**src/tmp_defines.svh**
```systemverilog
// Constants for the timer match / prescale register block.
// Assumes the includer wants offsets, address bounds and reset values by name.
`ifndef TMP_DEFINES_SVH
`define TMP_DEFINES_SVH
`define TMP_OFF_B_LOAD     12'h02C
`define TMP_OFF_A_MATCH    12'h030
`define TMP_OFF_B_MATCH    12'h034
`define TMP_OFF_A_PRE      12'h038
`define TMP_OFF_B_PRE      12'h03C
`define TMP_OFF_A_PMATCH   12'h040
`define TMP_OFF_B_PMATCH   12'h044
`define TMP_OFF_A_VALUE    12'h048
`define TMP_OFF_B_VALUE    12'h04C
`define TMP_OFF_LOWER      12'h02C
`define TMP_OFF_UPPER      12'h04C
`define TMP_HALF_ONES      16'hFFFF
`define TMP_HALF_ZERO      16'h0000
`define TMP_BYTE_ZERO      8'h00
`define TMP_WORD_ZERO      32'h0000_0000
`endif

```
**src/tmp_pkg.sv**
```systemverilog
// Types shared by the timer match / prescale register block.
// Assumes tmp_defines.svh is on the include path.
`default_nettype none
package tmp_pkg;
   // Pair configuration, a small state machine over reset release
   typedef enum logic [1:0] {
      TMP_CFG_WAIT = 2'b00,  // Reset just released, strap not yet caught
      TMP_CFG_LIVE = 2'b01   // Configuration captured
   } tmp_cfg_state_t;
   // Per-timer operating mode, given by the mode logic outside
   typedef enum logic [1:0] {
      TMP_MODE_PERIODIC = 2'b00,
      TMP_MODE_PWM      = 2'b01,
      TMP_MODE_EDGE     = 2'b11
   } tmp_mode_t;
endpackage : tmp_pkg
`default_nettype wire

```
**src/tmp_half_timer.sv**
```systemverilog
// One timer half: 16-bit match/load view plus 8-bit prescale extension.
// Assumes count and edge timestamps come from counter logic on pclk.
`include "tmp_defines.svh"
`default_nettype none
module tmp_half_timer
   import tmp_pkg::*;
(
   input  wire logic        pclk,
   input  wire logic        presetn,
   input  wire logic        pre_we,     // Prescale write strobe
   input  wire logic        pmatch_we,  // Prescale-match write strobe
   input  wire logic [7:0]  wdata,
   input  wire logic [15:0] match_val,  // Active 16-bit match
   input  wire logic [15:0] load_val,   // Active 16-bit load
   input  wire logic [23:0] count24,    // Prescale:count from the counter
   input  wire logic [15:0] stamp,      // Last edge timestamp
   input  wire tmp_mode_t   mode,
   output logic [7:0]       pre_q,
   output logic [7:0]       pmatch_q,
   output logic [15:0]      value,      // What the value register shows
   output logic             match_hit,  // 24-bit match in this cycle
   output logic [15:0]      span        // Load minus match
);
   // Prescale and prescale-match storage
   always_ff @(posedge pclk or negedge presetn) begin
      if (!presetn) begin
         pre_q    <= `TMP_BYTE_ZERO;
         pmatch_q <= `TMP_BYTE_ZERO;
      end else begin
         if (pre_we) begin
            pre_q <= wdata;
         end
         if (pmatch_we) begin
            pmatch_q <= wdata;
         end
      end
   end
   // Match spans prescale byte and 16-bit match
   assign match_hit = (count24 == {pmatch_q, match_val});
   // Edge count total; PWM duty uses the same pair
   assign span  = load_val - match_val;
   assign value = (mode == TMP_MODE_EDGE) ? stamp : count24[15:0];
endmodule : tmp_half_timer
`default_nettype wire

```
**src/tmp_regs.sv**
```systemverilog
// APB register slave for timer B load, match, prescale and value registers.
// Assumes counters, mode select and interval load A live in the mode logic.
`include "tmp_defines.svh"
`default_nettype none
module tmp_regs
   import tmp_pkg::*;
(
   input  wire logic        pclk,
   input  wire logic        presetn,
   input  wire logic        psel,
   input  wire logic        penable,
   input  wire logic        pwrite,
   input  wire logic [11:0] paddr,
   input  wire logic [31:0] pwdata,
   output logic [31:0]      prdata,
   output logic             pready,
   output logic             pslverr,
   input  wire logic        cfg_32bit,     // Pair in a 32-bit configuration
   input  wire logic        cfg_rtc,       // 32-bit real-time-clock mode
   input  wire tmp_mode_t   mode_a,
   input  wire tmp_mode_t   mode_b,
   input  wire logic [31:0] count_a,       // Timer A count, 32 bits in pair
   input  wire logic [15:0] count_b,
   input  wire logic [7:0]  pre_cnt_a,     // Prescale counters
   input  wire logic [7:0]  pre_cnt_b,
   input  wire logic [15:0] stamp_a,
   input  wire logic [15:0] stamp_b,
   input  wire logic [15:0] load_a,        // Timer A interval load
   output logic [15:0]      load_b,
   output logic [31:0]      match_a,
   output logic [15:0]      match_b,
   output logic [7:0]       pre_a,
   output logic [7:0]       pre_b,
   output logic [7:0]       pmatch_a,
   output logic [7:0]       pmatch_b,
   output logic             rtc_match,     // 32-bit RTC match
   output logic             match_a_hit,
   output logic             match_b_hit,
   output logic [15:0]      span_a,        // Edges to count / duty span
   output logic [15:0]      span_b
);
   tmp_cfg_state_t   cfg_st_q;       // Strap capture state
   logic             cfg32_rst_q;    // Configuration seen at reset release
   logic [15:0]      load_b_q;
   logic [15:0]      match_al_q;
   logic [15:0]      match_ah_q;
   logic [15:0]      match_b_q;
   logic             wr_en;          // Access-phase write
   logic             rd_en;
   logic             mapped;
   logic [7:0]       pre_a_w;
   logic [7:0]       pre_b_w;
   logic [7:0]       pm_a_w;
   logic [7:0]       pm_b_w;
   logic [15:0]      val_a;
   logic [15:0]      val_b;
   logic             hit_a_w;
   logic             hit_b_w;
   logic [15:0]      span_a_w;
   logic [15:0]      span_b_w;
   logic [31:0]      rd_d;

   // Zero-wait slave: every access completes in its first access cycle
   assign wr_en  = psel && penable && pwrite;
   assign rd_en  = psel && !penable && !pwrite;
   assign mapped = (paddr[1:0] == 2'b00) && (paddr >= `TMP_OFF_LOWER)
                   && (paddr <= `TMP_OFF_UPPER);

   // Catch the configuration once, the first edge after release
   always_ff @(posedge pclk or negedge presetn) begin
      if (!presetn) begin
         cfg_st_q    <= TMP_CFG_WAIT;
         cfg32_rst_q <= 1'b0;
      end else begin
         case (cfg_st_q)
            TMP_CFG_WAIT: begin
               cfg32_rst_q <= cfg_32bit;
               cfg_st_q    <= TMP_CFG_LIVE;
            end
            TMP_CFG_LIVE: cfg_st_q <= TMP_CFG_LIVE;
            default:      cfg_st_q <= TMP_CFG_WAIT;
         endcase
      end
   end

   // Timer B load, ignored while paired
   always_ff @(posedge pclk or negedge presetn) begin
      if (!presetn) begin
         load_b_q <= `TMP_HALF_ONES;
      end else if (wr_en && paddr == `TMP_OFF_B_LOAD && !cfg_32bit) begin
         load_b_q <= pwdata[15:0];
      end
   end

   // Timer A match; high half cleared after reset in 16-bit pairs
   always_ff @(posedge pclk or negedge presetn) begin
      if (!presetn) begin
         match_al_q <= `TMP_HALF_ONES;
         match_ah_q <= `TMP_HALF_ONES;
      end else if (cfg_st_q == TMP_CFG_WAIT && !cfg_32bit) begin
         match_ah_q <= `TMP_HALF_ZERO;
      end else if (wr_en && paddr == `TMP_OFF_A_MATCH) begin
         match_al_q <= pwdata[15:0];
         if (cfg_32bit) begin
            match_ah_q <= pwdata[31:16];
         end
      end
   end

   // Timer B match, never touched by timer A match writes
   always_ff @(posedge pclk or negedge presetn) begin
      if (!presetn) begin
         match_b_q <= `TMP_HALF_ONES;
      end else if (wr_en && paddr == `TMP_OFF_B_MATCH) begin
         match_b_q <= pwdata[15:0];
      end
   end

   tmp_half_timer u_half_a (
      .pclk      (pclk),
      .presetn   (presetn),
      .pre_we    (wr_en && paddr == `TMP_OFF_A_PRE),
      .pmatch_we (wr_en && paddr == `TMP_OFF_A_PMATCH),
      .wdata     (pwdata[7:0]),
      .match_val (match_al_q),
      .load_val  (load_a),
      .count24   ({pre_cnt_a, count_a[15:0]}),
      .stamp     (stamp_a),
      .mode      (mode_a),
      .pre_q     (pre_a_w),
      .pmatch_q  (pm_a_w),
      .value     (val_a),
      .match_hit (hit_a_w),
      .span      (span_a_w)
   );

   tmp_half_timer u_half_b (
      .pclk      (pclk),
      .presetn   (presetn),
      .pre_we    (wr_en && paddr == `TMP_OFF_B_PRE),
      .pmatch_we (wr_en && paddr == `TMP_OFF_B_PMATCH),
      .wdata     (pwdata[7:0]),
      .match_val (match_b_q),
      .load_val  (load_b_q),
      .count24   ({pre_cnt_b, count_b}),
      .stamp     (stamp_b),
      .mode      (mode_b),
      .pre_q     (pre_b_w),
      .pmatch_q  (pm_b_w),
      .value     (val_b),
      .match_hit (hit_b_w),
      .span      (span_b_w)
   );

   // Read mux; unused upper bits read zero
   always_comb begin
      rd_d = `TMP_WORD_ZERO;
      case (paddr)
         `TMP_OFF_B_LOAD:   rd_d[15:0] = cfg_32bit ? count_b : load_b_q;
         `TMP_OFF_A_MATCH:  rd_d = {(cfg_32bit ? match_ah_q : `TMP_HALF_ZERO),
                                    match_al_q};
         `TMP_OFF_B_MATCH:  rd_d[15:0] = match_b_q;
         `TMP_OFF_A_PRE:    rd_d[7:0]  = pre_a_w;
         `TMP_OFF_B_PRE:    rd_d[7:0]  = pre_b_w;
         `TMP_OFF_A_PMATCH: rd_d[7:0]  = pm_a_w;
         `TMP_OFF_B_PMATCH: rd_d[7:0]  = pm_b_w;
         `TMP_OFF_A_VALUE:  rd_d = {(cfg_32bit ? count_b : `TMP_HALF_ZERO),
                                    val_a};
         `TMP_OFF_B_VALUE:  rd_d[15:0] = val_b;
         default:           rd_d = `TMP_WORD_ZERO;
      endcase
   end

   // Read data registered in setup, valid in access phase
   always_ff @(posedge pclk or negedge presetn) begin
      if (!presetn) begin
         prdata <= `TMP_WORD_ZERO;
      end else if (rd_en) begin
         prdata <= rd_d;
      end
   end

   // Ready in the first access cycle only; unmapped or unaligned offsets answer with an error
   always_ff @(posedge pclk or negedge presetn) begin
      if (!presetn) begin
         pready  <= 1'b0;
         pslverr <= 1'b0;
      end else begin
         pready  <= psel && !penable;
         pslverr <= psel && !penable && !mapped;
      end
   end

   // Registered views for the counter logic
   always_ff @(posedge pclk or negedge presetn) begin
      if (!presetn) begin
         load_b      <= `TMP_HALF_ONES;
         match_a     <= {`TMP_HALF_ONES, `TMP_HALF_ONES};
         match_b     <= `TMP_HALF_ONES;
         pre_a       <= `TMP_BYTE_ZERO;
         pre_b       <= `TMP_BYTE_ZERO;
         pmatch_a    <= `TMP_BYTE_ZERO;
         pmatch_b    <= `TMP_BYTE_ZERO;
         rtc_match   <= 1'b0;
         match_a_hit <= 1'b0;
         match_b_hit <= 1'b0;
         span_a      <= `TMP_HALF_ZERO;
         span_b      <= `TMP_HALF_ZERO;
      end else begin
         load_b      <= load_b_q;
         match_a     <= {match_ah_q, match_al_q};
         match_b     <= match_b_q;
         pre_a       <= pre_a_w;
         pre_b       <= pre_b_w;
         pmatch_a    <= pm_a_w;
         pmatch_b    <= pm_b_w;
         // Both halves compared against the 32-bit count
         rtc_match   <= cfg_rtc && (count_a[31:16] == match_ah_q)
                        && (count_a[15:0] == match_al_q);
         match_a_hit <= hit_a_w;
         match_b_hit <= hit_b_w;
         span_a      <= span_a_w;
         span_b      <= span_b_w;
      end
   end

   a_bload_ignore: assert property (@(posedge pclk) disable iff (!presetn)
      (wr_en && paddr == `TMP_OFF_B_LOAD && cfg_32bit) |=> $stable(load_b_q))
      else $error("timer B load changed while paired");
   a_bload_write: assert property (@(posedge pclk) disable iff (!presetn)
      (wr_en && paddr == `TMP_OFF_B_LOAD && !cfg_32bit) |=> load_b_q == $past(pwdata[15:0]))
      else $error("timer B load write lost");
   a_rtc_match: assert property (@(posedge pclk) disable iff (!presetn)
      (cfg_rtc && count_a == {match_ah_q, match_al_q}) |=> rtc_match)
      else $error("RTC match missed");
   a_bmatch_keep: assert property (@(posedge pclk) disable iff (!presetn)
      (wr_en && paddr == `TMP_OFF_A_MATCH) |=> $stable(match_b_q))
      else $error("timer B match disturbed");
   a_rtc_low: assert property (@(posedge pclk) disable iff (!presetn)
      (count_a[15:0] != match_al_q) |=> !rtc_match)
      else $error("RTC match with low half unequal");
   a_span_calc: assert property (@(posedge pclk) disable iff (!presetn)
      1'b1 |=> span_b == $past(load_b_q - match_b_q))
      else $error("edge span wrong");
   a_pre_write: assert property (@(posedge pclk) disable iff (!presetn)
      (wr_en && paddr == `TMP_OFF_A_PRE) |=> ##1 pre_a == $past(pwdata[7:0], 2))
      else $error("prescale not stored");
   a_value_read: assert property (@(posedge pclk) disable iff (!presetn)
      (rd_en && paddr == `TMP_OFF_A_VALUE && !cfg_32bit) |=> prdata[31:16] == 16'h0000)
      else $error("value high not zero in 16-bit");
   // Edge mode must hand back the captured stamp, not the live count
   a_value_stamp: assert property (@(posedge pclk) disable iff (!presetn)
      (rd_en && paddr == `TMP_OFF_B_VALUE && mode_b == TMP_MODE_EDGE)
      |=> prdata[15:0] == $past(stamp_b))
      else $error("edge timestamp not returned");
   // Unpaired release must drop the match high half to zero
   a_match_clear: assert property (@(posedge pclk) disable iff (!presetn)
      (cfg_st_q == TMP_CFG_WAIT && !cfg_32bit) |=> match_ah_q == `TMP_HALF_ZERO)
      else $error("match high not cleared after release");
   c_b_load_write: cover property (@(posedge pclk) disable iff (!presetn)
      wr_en && paddr == `TMP_OFF_B_LOAD && !cfg_32bit);
   c_rtc_hit: cover property (@(posedge pclk) disable iff (!presetn) rtc_match);
   c_edge_read: cover property (@(posedge pclk) disable iff (!presetn)
      rd_en && paddr == `TMP_OFF_B_VALUE && mode_b == TMP_MODE_EDGE);
endmodule : tmp_regs
`default_nettype wire
```
**config.mk**
```make
export PLATFORM = sky130hd
export DESIGN_NAME = tmp_regs
export DESIGN_NICKNAME = d
export VERILOG_FILES = /design/src/tmp_pkg.sv /design/src/tmp_half_timer.sv /design/src/tmp_regs.sv
export VERILOG_INCLUDE_DIRS = /design/src
export SDC_FILE = /design/constraint.sdc
export NUM_CORES = 1
export LEC_CHECK = 0
export ABC_CLOCK_PERIOD_IN_PS = 2800
export BUFFER_PORTS_ARGS = -buffer_cell sky130_fd_sc_hd__buf_2
export CAP_MARGIN = 20
export CORE_ASPECT_RATIO = 0.6
export CORE_MARGIN = 2
export CORE_UTILIZATION = 53
export CTS_CLUSTER_DIAMETER = 100
export CTS_CLUSTER_SIZE = 40
export DETAILED_ROUTE_END_ITERATION = 6
export GPL_TIMING_DRIVEN = 0
export PLACE_DENSITY = 0.89
export SLEW_MARGIN = 15
export SYNTH_ARGS = -nofsm -noshare
export SYNTH_HDL_FRONTEND = slang
export SYNTH_SLANG_ARGS = --single-unit
```
**constraint.sdc**
```tcl
create_clock -name pclk -period 2.8 [get_ports pclk]
set_input_delay 0.42 -clock pclk [delete_from_list [all_inputs] [get_ports pclk]]
set_output_delay 0.42 -clock pclk [all_outputs]
set_load 0.005 [all_outputs]
```
==> results of run 1 <==
how the worst max path moves through the flow:
stage	depth (start not counted)	slack, ps	endpoint
after floorplan	9	380	span_b[15]
after global placement	1	-3090	pmatch_b[6]
after detailed placement	9	40	span_b[15]
after CTS	9	20	span_b[15]
after global routing	9	2	span_b[15]
final	9	140	span_b[15]
sequential cells by signal, indices dropped and copies added (netlist names), 16 cells and up:
| name | flops |
|---|---|
| match_a | 32 |
| prdata | 32 |
| load_b | 16 |
| load_b_q | 16 |
| match_ah_q | 16 |
| match_al_q | 16 |
| match_b | 16 |
| match_b_q | 16 |
| span_a | 16 |
| span_b | 16 |
layout make-up:
cell class / instances / area, um^2
Clock buffer: 15 / 290.3
Buffer: 34 / 212.7
Fill cell: 1723 / 7649
Clock inverter: 1 / 20.02
Sequential cell: 262 / 6716
Tap cell: 308 / 385.4
Antenna cell: 1 / 2.502
Inverter: 44 / 165.2
Timing Repair Buffer: 335 / 1764
Multi-Input combinational cell: 648 / 4918
cells by family after synthesis:
logic type               synth area share
buffers and inverters             0.03148
adder cells (fa/ha/maj)           0.03461
XOR/XNOR                          0.06494
flip-flops                         0.5595
other                           0.0003124
AND/OR/NAND/NOR                   0.09329
multiplexers                       0.1014
AO/OA/AOI/OAI                      0.1144
timing repair:
action,in CTS,in global routing
endpoints found under the hold margin,35,0
resized for setup,0,1
setup buffers,0,2
hold buffers,1,0
endpoints found under the setup margin,0,1
power groups by stage:
stage                     logic [mW]  clock network, mW  registers [mW]
final                          0.717               1.90            3.91
after global routing           0.771               2.06            3.92
after CTS                      0.707               1.93            3.91
after detailed placement       0.703                  0            3.97
after global placement         0.673                  0            3.97
after floorplan                0.249                  0            3.98
critical path, delay by kind of cell (launching register included):
family | cells | cell delay, ps
DFF | 1 | 660
adders and majority gates | 1 | 350
xor gates and xnor gates | 1 | 160
buffers and inverters | 1 | 70
AOI/OAI and AO/OA | 5 | 1300
and+or+nand+nor | 1 | 60
through the flow:
stage	util	area [um^2]	power (mW)
global placement	0.6344	14040	4.638
floorplan	-	12000	4.227
detailed placement	0.6386	14130	4.672
CTS	0.6531	14450	6.541
global route	0.6542	14470	6.747
finish	0.6543	14480	6.529
per-layer routing:
metal / vias to the layer above / track usage
met5: - / 0
met4: 0 / 0.08271
met3: 91 / 0.1113
met2: 628 / 0.4820
met1: 4895 / 0.4982
li1: 4207 / -
cell usage after synthesis (3+ instances only):
| master | n | area share |
|---|---|---|
| mux4_2 | 3 | 0.0056 |
| a221oi_1 | 17 | 0.012 |
| nor3_1 | 6 | 0.0025 |
| nor2b_1 | 14 | 0.0073 |
| o21a_1 | 5 | 0.0031 |
| buf_4 | 5 | 0.0031 |
| clkbuf_1 | 12 | 0.0038 |
| inv_1 | 44 | 0.014 |
| o21bai_1 | 3 | 0.0019 |
| mux2_4 | 8 | 0.010 |
| a21oi_1 | 42 | 0.018 |
| nand2_1 | 60 | 0.019 |
| a31oi_1 | 14 | 0.0073 |
| buf_2 | 9 | 0.0038 |
| xnor2_1 | 35 | 0.026 |
| and3_1 | 3 | 0.0016 |
| xor2_1 | 54 | 0.039 |
| o221ai_1 | 3 | 0.0022 |
| buf_6 | 5 | 0.0047 |
| o21ai_0 | 53 | 0.022 |
| dfrtp_1 | 134 | 0.28 |
| ha_1 | 30 | 0.031 |
| a22o_1 | 16 | 0.012 |
| nand4_1 | 11 | 0.0057 |
| a222oi_1 | 10 | 0.0083 |
| a22oi_1 | 7 | 0.0044 |
| a21o_1 | 7 | 0.0044 |
| o211ai_1 | 3 | 0.0019 |
| nor4_1 | 12 | 0.0063 |
| dfstp_2 | 128 | 0.28 |
| nand3_1 | 17 | 0.0071 |
| mux2_2 | 71 | 0.067 |
| nand2b_1 | 4 | 0.0021 |
| and2_1 | 4 | 0.0021 |
| o22ai_1 | 4 | 0.0021 |
| nor2_1 | 64 | 0.020 |
| mux2i_1 | 23 | 0.019 |
==> flow_metrics.tcl, run 1 <==
set metrics [dict create \
    drc_errors 0 \
    synth_edf_count 0 \
    tritoncts "done" \
    fin_nets 1534 \
    hold-path-endpoint "pready" \
    clock_latency_ps 490 \
    hold_start "penable" \
    skew_ps 27.39 \
    routedWlPerCell_um 24.60 \
    final_cell_mix "buf_2, dfrtp_1, dfstp_2, mux2_2, nor2_1" \
    switchingPower_mw 1.618 \
    post-place-ws_ps 35.83 \
    dp_hpwl_mm 31.97 \
    leakage_nw 7.120 \
    tightest_slew_ps 1008 \
    netlist_instances 988 \
    syn_avg_cell_area_um2 12.15 \
    dieHeight_um 120.6 \
    ys_async_sr_fraction 1.000 \
    syn2layout_area_growth_pct 20.59 \
    final_common_cell "buf_2" \
    crit_start "match_b_q[3]" \
    fin_tns_setup_ps 0 \
    synth-main-ff-cell "dfrtp_1" \
    fin_crit_sh 0.9484 \
    p_seq_frac 0.599 \
    rsz0062_at_grt "no" \
    cap_violations 0 \
    relSlewSlack 0.3226 \
    combPwrFrac 0.110 \
    setup_viol 0 \
    dr_wl_met3_mm 5.091 \
    core_mm2 0.02212 \
    start_kind "flip-flop" \
    finalHoldViolCount 0 \
    cp.arrival_ps 3070 \
    antenna_found_initial 0 \
    ant_nets 0 \
    vias 9821 \
    fin_ws_ps 144.4 \
    path_class "reg2reg" \
    grt_start_max_net_pins 78 \
    instances_no_fill 1648 \
    cts_htree_levels 1 \
    reg2reg_depth 9 \
    rrSetupSlack_ps 140 \
    reg2reg_from "match_b_q[3]" \
    synth_warnings 0 \
    clock_power_share 0.292 \
    crit_required_ps 3220 \
    grt_use_total 0.3380 \
    vias_per_cell 5.959 \
    yosysUniqueCellTypes 74 \
    clock_path_buffers 3 \
    critical_path.cell_chain "inv_1 > ha_1 > a21oi_1 > nor2b_1 > a311o_1 > a31oi_4 > o211ai_1 > a221oi_2 > xnor2_1" \
    route.layer.met1.wl_mm 17.55 \
    syn_area_mm2 0.01200 \
    status "complete, no violations" \
    cts_buffers 10 \
    grt_pass1_vias 9536 \
    met2_length_mm 16.75 \
    slew_viol_final 0 \
    end_kind "flip-flop" \
    cts_root_buf "clkbuf_16" \
    rows 42 \
    r2r-end "span_b[15]" \
    drt_iter0_drc 1109 \
    start_util 0.5426 \
    layout-drive-gt1-share 0.4481 \
    power_density_mw_per_mm2 451.1 \
    cts_num_sinks 262 \
    place.gp.congestion 0.9774 \
    wl_mm 40.55 \
    cts.reportedPaths.clkPinSlew_ps 140 \
    io_buffers 329 \
    grt_pass1_wl_mm 59.13 \
    min_path_type "in2reg" \
    slowest_stage "dfstp_2" \
    slowest_delay_ps 660 \
    die_x_um 198.3 \
    hold_ws_ps 115.0 \
    cp_max_fo 5 \
    whs_path_depth 2 \
    highest_layer "met4" \
    min_period_ps 2656 \
    switching_share 0.2478 \
    ys_seq_area_frac 0.5595 \
    drtPass1Iterations 6 \
    max_freq_ghz 0.3766 \
    intPower_mw 4.911 \
    synth.net_count 1187 \
    ys_ff_latch 262 \
    irDropWorstVdd_v 0.0003940 \
    placed_cells 1628 \
    io_pins 332 \
    grt_overflow 0 \
    dieArea_mm2 0.02391 \
]
Note: power is estimated with default switching activity, not from simulation.
==> inputs of run 2 (changes only) <==
Settings changed: BUFFER_PORTS_ARGS -buffer_cell sky130_fd_sc_hd__buf_2 to not set, CORE_UTILIZATION 53 to 55, CTS_CLUSTER_DIAMETER 100 to not set, DONT_BUFFER_PORTS set to 1, PLACE_DENSITY 0.89 to 0.78.
==> run 2 against run 1 <==
Against the previous run:
- the flow now finishes with violations (DRC, hold timing)
- hold slack lost 510 ps
- global-route usage shrank 0.18 points
- sequential share of layout area grew 4.1 points
- largest power group unchanged
- sequential cell count is the same
- critical path depth is the same
- non-clock buffer count shrank 325
- sequential power is essentially flat
- clock-buffer cell count grew 18
- largest cell class unchanged
- register-to-register slack lost 30 ps
- maximum frequency shrank 0.97%
- die area shrank 3.5%
- critical path type unchanged
==> flow_metrics.tcl, run 2 (synthesis gave the netlist of run 1 again) <==
set metrics [dict create \
    status "finished with violations" \
    violations "DRC, hold timing" \
    cts_buffers 24 \
    grt_overflow 0 \
    rows 41 \
    layout-drive-gt1-share 0.2812 \
    grt.busiest_layer "met1" \
    setup_viol 0 \
    cts_num_sinks 262 \
    final_common_cell "dfrtp_1" \
    cts_htree_levels 1 \
    grt_use_total 0.3362 \
    io_buffers 0 \
    switching_share 0.2184 \
    start_util 0.5666 \
    intPower_mw 6.023 \
    ant_nets 0 \
    die_x_um 194.7 \
    relSlewSlack 0.3095 \
    fin_nets 1223 \
    instances_no_fill 1322 \
    crit_required_ps 3240 \
    reg2reg_depth 9 \
    placed_cells 1267 \
    multi_input_area_mm2 0.004918 \
    rrSetupSlack_ps 120 \
    nFillCells 1649 \
    cts.reportedPaths.clkPinSlew_ps 70 \
    reg2reg_from "match_al_q[3]" \
    min_period_ps 2682 \
    switchingPower_mw 1.683 \
    min_path_type "in2async" \
    top_regs "match_a x32, prdata x32" \
    fin_crit_sh 0.9577 \
    slew_viol_final 0 \
    dieArea_mm2 0.02306 \
    p_seq_frac 0.512 \
    irDropWorstVdd_v 0.0004446 \
    wl_mm 38.79 \
    tightest_slew_ps 1028 \
    syn2layout_area_growth_pct 10.69 \
    rsz0062_at_grt "no" \
    dp_hpwl_mm 29.46 \
    cap_violations 0 \
    cts_root_buf "clkbuf_16" \
    drc_errors 7 \
    path_class "reg2reg" \
    vias 8518 \
    clock_latency_ps 520 \
    hold_buffers 9 \
    combPwrFrac 0.044 \
    drtPass1Iterations 7 \
    clock_path_buffers 3 \
    crit_start "match_al_q[3]" \
    dieHeight_um 118.4 \
    grt_start_max_net_pins 263 \
    power_density_mw_per_mm2 579.9 \
    r2r-end "span_a[15]" \
    end_kind "flip-flop" \
    leakage_nw 5.908 \
    core_mm2 0.02119 \
    skew_ps 9.964 \
    final_cell_mix "dfrtp_1, dfstp_2, mux2_2, nor2_1, nand2_1" \
    io_pins 332 \
    met2_usage 0.4695 \
    routedWlPerCell_um 29.34 \
    grt_use_met3 0.1413 \
    cp.arrival_ps 3120 \
    crit_end "span_a[15]" \
    fin_tns_setup_ps 0 \
    grt_util_met1 0.4894 \
    tritoncts "done" \
    start_kind "flip-flop" \
    cts_setup_buffers 0 \
    drt_iter0_drc 909 \
    clock_power_share 0.444 \
    antenna_found_initial 6 \
    max_freq_ghz 0.3729 \
    grt_pass1_vias 8293 \
    vias_per_cell 6.443 \
    place.gp.congestion 0.9599 \
    register_area_mm2 0.006716 \
    finalHoldViolCount 204 \
    grt_pass1_wl_mm 56.65 \
    hold_ws_ps -390.3 \
    cp_max_fo 5 \
]
[run 2: cell types whose count changed in the layout (fill, tap and decap cells not counted), sizes merged]
cell / before / now
clkinvlp: 0 / 3
dlygate4sd3: 1 / 9
clkinv: 0 / 4
bufinv: 0 / 3
buf: 355 / 22
clkbuf: 28 / 46
[run 2: worst min path at each step]
stage / depth (start not counted) / slack (ps) / endpoint
2_1_floorplan: 0 / 120 / cfg_st_q[0]
3_3_place_gp: 0 / 130 / span_a[5]
3_5_place_dp: 0 / 130 / span_a[11]
4_1_cts: 0 / -420 / prdata[7]
5_1_grt: 0 / -420 / span_a[11]
6_report: 0 / -390 / span_a[11]
[run 2: layout make-up]
| class | count | area share |
|---|---|---|
| Multi-Input combinational cell | 648 | 0.3702 |
| Antenna cell | 1 | 0.0001883 |
| Buffer | 34 | 0.01601 |
| Clock buffer | 33 | 0.05160 |
| Clock inverter | 11 | 0.01055 |
| Tap cell | 279 | 0.02627 |
| Sequential cell | 262 | 0.5055 |
| Timing Repair Buffer | 10 | 0.007345 |
| Inverter | 44 | 0.01243 |
[run 2: critical path: stages (launching register included)]
cell	delay (ps)
dfstp_2	650
inv_1	90
ha_1	360
a21o_1	180
a21oi_1	200
a211o_1	180
nand2_1	90
or4b_1	490
a31oi_1	210
xnor2_1	140
[run 2: per-layer routing]
metal  up-vias  routed length (um)
li1       3610                   -
met1      4274               16470
met2       565               15980
met3        65                5418
met4         4                 886
met5         -                  27
[run 2: timing repair]
item	CTS	global route
resized for setup	0	1
hold endpoints to repair	271	262
endpoints found under the setup margin	0	1
[run 2: power by group through the flow]
| stage | logic [mW] | clock network, mW | registers [mW] |
|---|---|---|---|
| 6_report | 0.338 | 3.42 | 3.94 |
| 3_3_place_gp | 0.309 | 0 | 4.00 |
| 2_1_floorplan | 0.249 | 0 | 3.98 |
| 3_5_place_dp | 0.314 | 0 | 4.00 |
| 5_1_grt | 0.367 | 3.63 | 3.94 |
| 4_1_cts | 0.330 | 3.47 | 3.94 |
[run 2: stage by stage]
stage / area, um^2 / utilization / power, mW / setup WS [ps] / hold slack (ps)
floorplan: 12000 / - / 4.227 / 375.6 / 124.4
detailed placement: 12350 / 0.5831 / 4.318 / 112.5 / 129.5
global placement: 12350 / 0.5831 / 4.312 / 154.4 / 129.4
CTS: 13270 / 0.6263 / 7.740 / 80.31 / -423.1
global route: 13290 / 0.6272 / 7.943 / 21.51 / -422.2
finish: 13290 / 0.6272 / 7.706 / 118.3 / -390.3
